$ cat src/ftak_defines.vh
// Constants for the flash target address and unlock key register slice
// Operation
// - The upper address register holds an 8-bit field that supplies bits 23 to 16 of the flash target address.
// - The lower address register holds 16 bits that supply bits 15 to 0 of the flash target address.
// - Both address registers are readable and writable by software and have no defined reset value.
// - Bits 15 to 8 of the upper address and key registers are unimplemented, ignore writes and read as zero.
// - The key register holds a write-only 8-bit field in bits 7 to 0, zero after reset, that reads back nothing.
`ifndef FTAK_DEFINES_VH
`define FTAK_DEFINES_VH
`define FTAK_ADDR_HIGH_OFFSET 4'h0
`define FTAK_ADDR_LOW_OFFSET 4'h4
`define FTAK_KEY_OFFSET 4'h8
`define FTAK_HIGH_FIELD_WIDTH 8
`define FTAK_LOW_FIELD_WIDTH 16
`define FTAK_KEY_FIELD_WIDTH 8
`define FTAK_KEY_RESET 8'h00
`define FTAK_UNMAPPED_READ 32'h00000000
`endif

$ cat src/ftak_addr_store.v
// Address storage with no reset, holding the target address fields
`timescale 1ns/1ps
`default_nettype none
module ftak_addr_store
#(
   parameter HIGH_WIDTH = 8,
   parameter LOW_WIDTH = 16
)
(
   input wire clock,
   input wire writeHigh,
   input wire writeLow,
   input wire [3:0] byteSel,
   input wire [31:0] writeData,
   output reg [HIGH_WIDTH-1:0] highField,
   output reg [LOW_WIDTH-1:0] lowField
);
   // Upper field, low byte lane only, no reset value
   always @(posedge clock)
   begin
      if (writeHigh && byteSel[0])
      begin
         highField <= writeData[HIGH_WIDTH-1:0];
      end
   end

   // Lower field, per byte lane, no reset value
   genvar lane;
   generate
      for (lane = 0; lane < LOW_WIDTH/8; lane = lane + 1)
      begin : gLane
         always @(posedge clock)
         begin
            if (writeLow && byteSel[lane])
            begin
               lowField[lane*8 +: 8] <= writeData[lane*8 +: 8];
            end
         end
      end
   endgenerate
endmodule
`default_nettype wire

$ cat src/ftak_regs.v
// Wishbone slave for the flash target address and unlock key registers
//
// Our own choices: the register addresses and the Wishbone register port.
`timescale 1ns/1ps
`default_nettype none
`include "ftak_defines.vh"
module ftak_regs
#(
   parameter HIGH_WIDTH = `FTAK_HIGH_FIELD_WIDTH,
   parameter LOW_WIDTH = `FTAK_LOW_FIELD_WIDTH,
   parameter KEY_WIDTH = `FTAK_KEY_FIELD_WIDTH
)
(
   input wire clock,
   input wire rst_n,
   input wire wb_cyc_i,
   input wire wb_stb_i,
   input wire wb_we_i,
   input wire [3:0] wb_adr_i,
   input wire [3:0] wb_sel_i,
   input wire [31:0] wb_dat_i,
   output reg [31:0] wb_dat_o,
   output reg wb_ack_o,
   output reg [HIGH_WIDTH+LOW_WIDTH-1:0] flashTargetAddress,
   output reg [KEY_WIDTH-1:0] flashUnlockKey,
   output reg keyWriteStrobe
);
   // Offsets and constant answers; high and key fields fit in lane 0
   localparam [3:0] OFF_HIGH = `FTAK_ADDR_HIGH_OFFSET;
   localparam [3:0] OFF_LOW = `FTAK_ADDR_LOW_OFFSET;
   localparam [3:0] OFF_KEY = `FTAK_KEY_OFFSET;
   localparam [31:0] ZERO_READ = `FTAK_UNMAPPED_READ;
   localparam [KEY_WIDTH-1:0] KEY_RESET = `FTAK_KEY_RESET;

   // Reset release flops
   reg rstSync1;
   reg rstSync2;

   // Stored address fields
   wire [HIGH_WIDTH-1:0] highField;
   wire [LOW_WIDTH-1:0] lowField;

   // Access qualifiers
   wire request;
   wire writeAccess;
   wire readAccess;

   // Offset hits
   wire hitHigh;
   wire hitLow;
   wire hitKey;

   // Write enables
   wire writeHigh;
   wire writeLow;
   wire writeKey;

   // Next values of the registered outputs
   reg [31:0] next_readData;
   reg [31:0] next_dataOut;
   reg next_ack;
   reg [KEY_WIDTH-1:0] next_key;
   reg next_strobe;

   // Reset release through two flops
   always @(posedge clock or negedge rst_n)
   begin
      if (!rst_n)
      begin
         rstSync1 <= 1'h0;
         rstSync2 <= 1'h0;
      end
      else
      begin
         rstSync1 <= 1'h1;
         rstSync2 <= rstSync1;
      end
   end

   // One access per ack; a held strobe is not taken twice
   assign request = wb_cyc_i && wb_stb_i && !wb_ack_o;
   assign writeAccess = request && wb_we_i;
   assign readAccess = request && !wb_we_i;

   // Address match against the three offsets
   assign hitHigh = (wb_adr_i == OFF_HIGH);
   assign hitLow = (wb_adr_i == OFF_LOW);
   assign hitKey = (wb_adr_i == OFF_KEY);

   // Write enables; the key only takes lane 0
   assign writeHigh = writeAccess && hitHigh;
   assign writeLow = writeAccess && hitLow;
   assign writeKey = writeAccess && hitKey && wb_sel_i[0];

   // Address fields without reset
   ftak_addr_store #(
      .HIGH_WIDTH(HIGH_WIDTH),
      .LOW_WIDTH(LOW_WIDTH)
   ) uStore (
      .clock(clock),
      .writeHigh(writeHigh),
      .writeLow(writeLow),
      .byteSel(wb_sel_i),
      .writeData(wb_dat_i),
      .highField(highField),
      .lowField(lowField)
   );

   // Read mux; key and unmapped offsets read zero
   always @*
   begin
      next_readData = ZERO_READ;
      case (wb_adr_i)
         OFF_HIGH:
         begin
            next_readData[HIGH_WIDTH-1:0] = highField;
         end
         OFF_LOW:
         begin
            next_readData[LOW_WIDTH-1:0] = lowField;
         end
         OFF_KEY:
         begin
            next_readData = ZERO_READ;
         end
         default:
         begin
            next_readData = ZERO_READ;
         end
      endcase
   end

   // Ack follows each taken request by one cycle
   always @*
   begin
      next_ack = request;
   end

   // Read data only in the ack of a read, else zero
   always @*
   begin
      next_dataOut = ZERO_READ;
      if (readAccess)
      begin
         next_dataOut = next_readData;
      end
   end

   // Key keeps its value unless written
   always @*
   begin
      next_key = flashUnlockKey;
      if (writeKey)
      begin
         next_key = wb_dat_i[KEY_WIDTH-1:0];
      end
   end

   // Strobe only for a key write
   always @*
   begin
      next_strobe = 1'h0;
      if (writeKey)
      begin
         next_strobe = 1'h1;
      end
   end

   // Ack register
   always @(posedge clock or negedge rstSync2)
   begin
      if (!rstSync2)
      begin
         wb_ack_o <= 1'h0;
      end
      else
      begin
         wb_ack_o <= next_ack;
      end
   end

   // Read data register
   always @(posedge clock or negedge rstSync2)
   begin
      if (!rstSync2)
      begin
         wb_dat_o <= ZERO_READ;
      end
      else
      begin
         wb_dat_o <= next_dataOut;
      end
   end

   // Key register, zero out of reset
   always @(posedge clock or negedge rstSync2)
   begin
      if (!rstSync2)
      begin
         flashUnlockKey <= KEY_RESET;
      end
      else
      begin
         flashUnlockKey <= next_key;
      end
   end

   // Strobe pulse in the ack cycle of a key write
   always @(posedge clock or negedge rstSync2)
   begin
      if (!rstSync2)
      begin
         keyWriteStrobe <= 1'h0;
      end
      else
      begin
         keyWriteStrobe <= next_strobe;
      end
   end

   // Assembled target address, no reset like its sources
   always @(posedge clock)
   begin
      flashTargetAddress <= {highField, lowField};
   end
endmodule
`default_nettype wire

$ cat config.mk
export PLATFORM = sky130hd
export DESIGN_NAME = ftak_regs
export DESIGN_NICKNAME = d
export VERILOG_FILES = /design/src/ftak_addr_store.v /design/src/ftak_regs.v
export VERILOG_INCLUDE_DIRS = /design/src
export SDC_FILE = /design/constraint.sdc
export NUM_CORES = 1
export LEC_CHECK = 0
export ABC_CLOCK_PERIOD_IN_PS = 900
export BUFFER_PORTS_ARGS = -buffer_cell sky130_fd_sc_hd__buf_4
export CAP_MARGIN = 15
export CELL_PAD_IN_SITES_DETAIL_PLACEMENT = 1
export CELL_PAD_IN_SITES_GLOBAL_PLACEMENT = 2
export CORE_UTILIZATION = 27
export DETAILED_ROUTE_END_ITERATION = 16
export PLACE_DENSITY = 0.83
export SKIP_LAST_GASP = 1
export SLEW_MARGIN = 0
export SYNTH_ARGS = -nofsm -noshare
export SYNTH_HDL_FRONTEND = slang
export SYNTH_SLANG_ARGS = --single-unit
$ cat constraint.sdc
create_clock -name clock -period 0.9 [get_ports clock]
set_clock_uncertainty 0.1 [all_clocks]
set_input_delay 0.045 -clock clock [delete_from_list [all_inputs] [get_ports clock]]
set_output_delay 0.045 -clock clock [all_outputs]
set_load 0.03 [all_outputs]
==> flow_summary.ini, run 1 <==
[outcome]
status = finished, violations left
failed_checks = negative setup slack

[route]
detail_route.iter0.violations = 38
vias_per_cell = 4.10
wl_um = 6860
ant_nets = 0
wl_per_cell_um = 17.8
vias = 1584
drc = 0
firstDrtPassIters = 4

[cts]
cts.path.max_buffers = 2
cts_root_buf = clkbuf_8
cts_buffers = 9
cts_tree = built
insertion_delay_ns = 0.35
clk_pin_slew_worst_paths_ns = 0.09
h-tree-depth = 3
cts_sinks = 76

[setup_path]
path_cells = and3b_2 > and4_4 > buf_12 > mux2_1
required_ns = 1.01
path_max_fanout = 9
crit_type = register to register
cpPeakStageDelay_ns = 0.41
endpoint_kind = register
startpoint_type = register
cpMaxStageDelayCell = dfrtp_2
worstPathArrival_ns = 1.74

[logic_synthesis]
synthTopCellsByArea = edfxtp_1, dfrtp_1, dfxtp_1
synth_ff_type = dfrtp_1
synthesis.area_um2 = 2400
yosysWarningCount = 0
yosysMostFrequentCell = dfrtp_1
ys_seq_area_share_pct = 79.2
synth_top_cells_by_count = dfrtp_1, dfxtp_1, edfxtp_1, buf_4, nor2_1
synth_seq_cells = 76
yosysTopAreaCell = edfxtp_1
synthDistinctLibCells = 19
async_flop_share_pct = 36.8
yosysTopAreaCellShare_pct = 30.0
syn_inst = 142
syn_avg_cell_area_um2 = 16.9
synth_edf_count = 24

[pwr]
clkPwrFrac_pct = 40.9
p_comb_share_pct = 9.0
netSwitchingFraction_pct = 22.4
vdd_drop_max_uv = 780
power.share.sequential_pct = 50.1
p_per_area_nw_per_um2 = 1760
switching_power_uw = 1610
leakage_uw = 0.00177
internal_power_uw = 5590

[layout]
nets = 318
stdcell_count = 386
area_growth_pct = 70.3
diodes = 0
drive_above_1_share_pct = 60.4

[sta]
setup_ws_ns = -0.733
post-route-period-util_pct = 181
slew_viol_final = 0
max_freq_mhz = 612
holdWs_ns = 0.0886
rsz0062_at_grt = yes
final-setup-viol-count = 100
hold_violations = 0
period_minus_slack_ns = 1.63

[placement]
dpl.cell_count = 339
finalWeightedCongestion = 0.711
hpwlAfterDp_um = 3900
port_buffers = 76

[job]
maxCapViolCount = 0

[die]
fp-row-count = 34
dieWidth_um = 96.3
pin_count = 111
initial_core_util_pct = 27.7
dieArea_um2 = 9270
die_h_um = 96.3
core_um2 = 8680

[grt]
grt_pass1_wl_um = 9720
grt_overflow = 0
grt_pass1_vias = 1767
grt_max_degree = 27
antenna_found_initial = 0
track_usage_pct = 14.8

[hold_path]
holdCritPathClass = input port to register
## cell type report
type,instances,area [um^2]
Sequential cell,76,1930
Inverter,1,3.75
Clock inverter,2,37.5
Clock buffer,14,195
Multi-Input combinational cell,62,537
Fill cell,882,4590
Timing Repair Buffer,123,1240
Tap cell,108,135
## through the flow
step / TNS [ns] / cell area, um^2 / total power [uW] / worst slack, ns / utilization, %
final: -36.73 / 4090 / 7200 / -0.733 / 47.1
after global routing: -40.32 / 4090 / 7420 / -0.761 / 47.1
after CTS: -32.40 / 4000 / 7150 / -0.684 / 46.1
after detailed placement: -26.77 / 3180 / 4130 / -0.701 / 36.7
after global placement: -24.97 / 3180 / 4120 / -0.636 / 36.7
after floorplan: -24.48 / 2470 / 3960 / -0.678 / -
## cell usage in the layout, fill, tap and decap left out, drive strengths merged, types with 2 or more instances in the layout
| master | netlist | final |
|---|---|---|
| conb | 2 | 17 |
| dfxtp | 24 | 24 |
| buf | 18 | 105 |
| clkbuf | 0 | 14 |
| dlygate4sd3 | 0 | 18 |
| and2 | 8 | 8 |
| nor4b | 2 | 2 |
| nand3 | 2 | 2 |
| edfxtp | 24 | 24 |
| nor2 | 12 | 12 |
| a22oi | 8 | 8 |
| mux2 | 8 | 8 |
| dfrtp | 28 | 28 |
## worst max-delay path: cells and delay by family, from the launching register on
| kind | cells | cell delay (ns) |
|---|---|---|
| buffers and inverters | 1 | 0.13 |
| AND/OR/NAND/NOR | 2 | 0.52 |
| flip-flops | 1 | 0.41 |
| multiplexers | 1 | 0.33 |
## power groups by stage
stage	Combinational (uW)	Clock (uW)	Sequential (uW)
6_report	645	2950	3610
4_1_cts	611	2930	3610
2_1_floorplan	197	0	3760
3_3_place_gp	442	0	3680
3_5_place_dp	451	0	3680
5_1_grt	685	3120	3620
## metal layers
layer / track usage, % / vias to the layer above / routed length (um)
met3: 4.58 / 11 / 329
met5: 0 / - / 0
met2: 25.1 / 42 / 3900
met1: 16.5 / 810 / 2500
met4: 8.46 / 0 / 140
li1: - / 721 / -
## sequential cells by signal, summed over array words and instances (netlist names)
register,count
flashTargetAddress,24
uStore.highField,8
wb_ack_o,1
rstSync2,1
wb_dat_o,16
flashUnlockKey,8
keyWriteStrobe,1
rstSync1,1
uStore.lowField,16
## kinds of logic after synthesis
logic type	count (synthesis)	share of synthesized area (%)
flip-flops	76	79.2
multiplexers	8	3.75
AO/OA/AOI/OAI	8	2.50
AND/OR/NAND/NOR	29	8.24
other	2	0.313
buffers and inverters	19	5.94
## timing repair
| item | in CTS | in global routing |
|---|---|---|
| pin swaps | 5 | 7 |
| setup endpoints to repair | 100 | 100 |
| gates resized for setup | 105 | 9 |
| hold buffers | 17 | 1 |
| endpoints found under the hold margin | 34 | 3 |
| gates cloned | 0 | 0 |
| buffers inserted | 10 | 5 |
## final timing paths
kind                           from           endpoint  slack, ns  depth (start not counted)
max                        wb_ack_o  flashUnlockKey[0]      -0.73                          4
min                        wb_cyc_i       wb_dat_o[14]       0.09                          4
max reg2reg                wb_ack_o  flashUnlockKey[0]      -0.73                          4
min reg2reg                rstSync2           wb_ack_o       0.11                          1
max in group asynchronous     rst_n           rstSync2       0.11                          3
min in group asynchronous  rstSync2           wb_ack_o       0.11                          1
Note: power is estimated with default switching activity, not from simulation.
==> inputs of run 2 (changes only) <==
--- a/config.mk
+++ b/config.mk
@@ -6,14 +6,14 @@
 export SDC_FILE = /design/constraint.sdc
 export NUM_CORES = 1
 export LEC_CHECK = 0
-export ABC_CLOCK_PERIOD_IN_PS = 900
+export ABC_CLOCK_PERIOD_IN_PS = 1800
 export BUFFER_PORTS_ARGS = -buffer_cell sky130_fd_sc_hd__buf_4
 export CAP_MARGIN = 15
 export CELL_PAD_IN_SITES_DETAIL_PLACEMENT = 1
 export CELL_PAD_IN_SITES_GLOBAL_PLACEMENT = 2
-export CORE_UTILIZATION = 27
+export CORE_UTILIZATION = 30
 export DETAILED_ROUTE_END_ITERATION = 16
-export PLACE_DENSITY = 0.83
+export PLACE_DENSITY = 0.89
 export SKIP_LAST_GASP = 1
 export SLEW_MARGIN = 0
 export SYNTH_ARGS = -nofsm -noshare
==> constraint.sdc (replaced) <==
create_clock -name clock -period 1.8 [get_ports clock]
set_clock_uncertainty 0.1 [all_clocks]
set_input_delay 0.09 -clock clock [delete_from_list [all_inputs] [get_ports clock]]
set_output_delay 0.09 -clock clock [all_outputs]
set_load 0.03 [all_outputs]
==> run 2 against run 1 <==
Effect of this change: the run now ends clean; register-to-register slack improved by 0.90 ns; critical path depth unchanged; non-clock buffer count decreased by 19.
==> flow_summary.ini, run 2 (same netlist as run 1, synthesis figures left out) <==
[cts]
cts_sinks = 76
insertion_delay_ns = 0.33
cts_buffers = 9
cts_tree = built
ctsResizeCount = 0
cts_root_buf = clkbuf_8
cts_setup_buffers = 0
h-tree-depth = 3
clk_pin_slew_worst_paths_ns = 0.08
cts.path.max_buffers = 2

[route]
drc = 0
wl_per_cell_um = 15.0
wl_um = 5410
detail_route.iter0.violations = 28
firstDrtPassIters = 4
vias = 1467
ant_nets = 0
vias_per_cell = 4.06

[layout]
area_growth_pct = 45.0
stdcell_count = 361
diodes = 0
largest_reg_flops = 24
multi_input_comb_area_um2 = 412
final_common_cell = buf_4
reg_top3 = flashTargetAddress x24, uStore.lowField x16, wb_dat_o x16
fillers = 814
design_area_um2 = 3480
drive_above_1_share_pct = 39.8
largest-register = flashTargetAddress
mostFrequentLayoutCells = buf_4, dfrtp_1, dfxtp_1, edfxtp_1, dlygate4sd3_1
nets = 299
ff_latch_area_um2 = 1900

[setup_path]
required_ns = 1.91
crit_type = register to register
ff2ff_setup_slack_ns = 0.17
endpoint_kind = register
worstPathArrival_ns = 1.74
startpoint_type = register
path_max_fanout = 9

[sta]
rsz0062_at_grt = no
setup-tns-final_ns = 0
period_minus_slack_ns = 1.63
post-route-period-util_pct = 90.5
slew_viol_final = 0
hold_violations = 0
holdWs_ns = 0.0177
final-setup-viol-count = 0
max_freq_mhz = 614

[grt]
track_usage_pct = 13.7
grt_pass1_vias = 1610
grt_pass1_wl_um = 8210
grt_overflow = 0
grt_max_degree = 27
antenna_found_initial = 0

[die]
dieWidth_um = 91.4
dieArea_um2 = 8360
initial_core_util_pct = 31.1
die_h_um = 91.4
core_um2 = 7730
pin_count = 111
fp-row-count = 32

[placement]
hpwlAfterDp_um = 3550
placed_area_um2 = 3080
dpl.cell_count = 326
finalWeightedCongestion = 0.672
port_buffers = 76

[job]
maxCapViolCount = 0

[pwr]
p_total_uw = 3420
p_per_area_nw_per_um2 = 981
vdd_drop_max_uv = 425
leakage_uw = 0.00158

[hold_path]
holdCritPathClass = input port to register

[outcome]
status = completed
run 2: cell count changes in the layout (fill, tap and decap cells not counted), moves of 4 or more:
cell | previous run | this run
buf_6 | 60 | 0
dfxtp_1 | 0 | 24
buf_12 | 4 | 0
nor2_1 | 0 | 11
buf_4 | 41 | 85
nor2_4 | 12 | 1
dfxtp_2 | 24 | 0
run 2: power by group:
part,switching (uW),internal (uW),leakage (uW)
logic,143,103,0.000674
registers,8.64,1790,0.000801
clock network,598,770,0.000101
run 2: what timing repair did:
action / 4_1_cts / 5_1_grt
endpoints found under the setup margin: 0 / 0
hold buffers: 19 / 0
endpoints found under the hold margin: 35 / 0
run 2: area by class of cell:
| type | count | area share (%) |
|---|---|---|
| Sequential cell | 76 | 54.6 |
| Timing Repair Buffer | 104 | 23.8 |
| Multi-Input combinational cell | 62 | 11.8 |
| Clock buffer | 10 | 3.67 |
| Tap cell | 102 | 3.67 |
| Clock inverter | 6 | 2.30 |
| Inverter | 1 | 0.108 |
run 2: critical path: stages (launching register included):
cell,delay (ns)
dfrtp_1,0.40
and3b_1,0.29
and4_1,0.20
buf_4,0.18
mux2_1,0.33
run 2: through the flow:
stage | setup WS, ns | utilization, %
CTS | 0.155 | 45.0
global route | 0.0975 | 45.0
global placement | 0.224 | 39.9
detailed placement | 0.190 | 39.9
finish | 0.171 | 45.0
floorplan | 0.0876 | -
run 2: worst paths after layout:
check / from / to / cells after the start
max in group asynchronous: rst_n / rstSync1 / 3
setup reg to reg: wb_ack_o / flashUnlockKey[1] / 4
hold / removal: wb_stb_i / wb_ack_o / 2
hold reg to reg: rstSync2 / wb_dat_o[14] / 1
setup / recovery: wb_ack_o / flashUnlockKey[1] / 4
min in group asynchronous: rstSync2 / wb_dat_o[14] / 1
run 2: metal layers:
layer | track usage [%] | wire [um]
met3 | 4.19 | 229
met4 | 6.61 | 150
met2 | 25.0 | 2980
met1 | 14.0 | 2050
met5 | 0 | 0
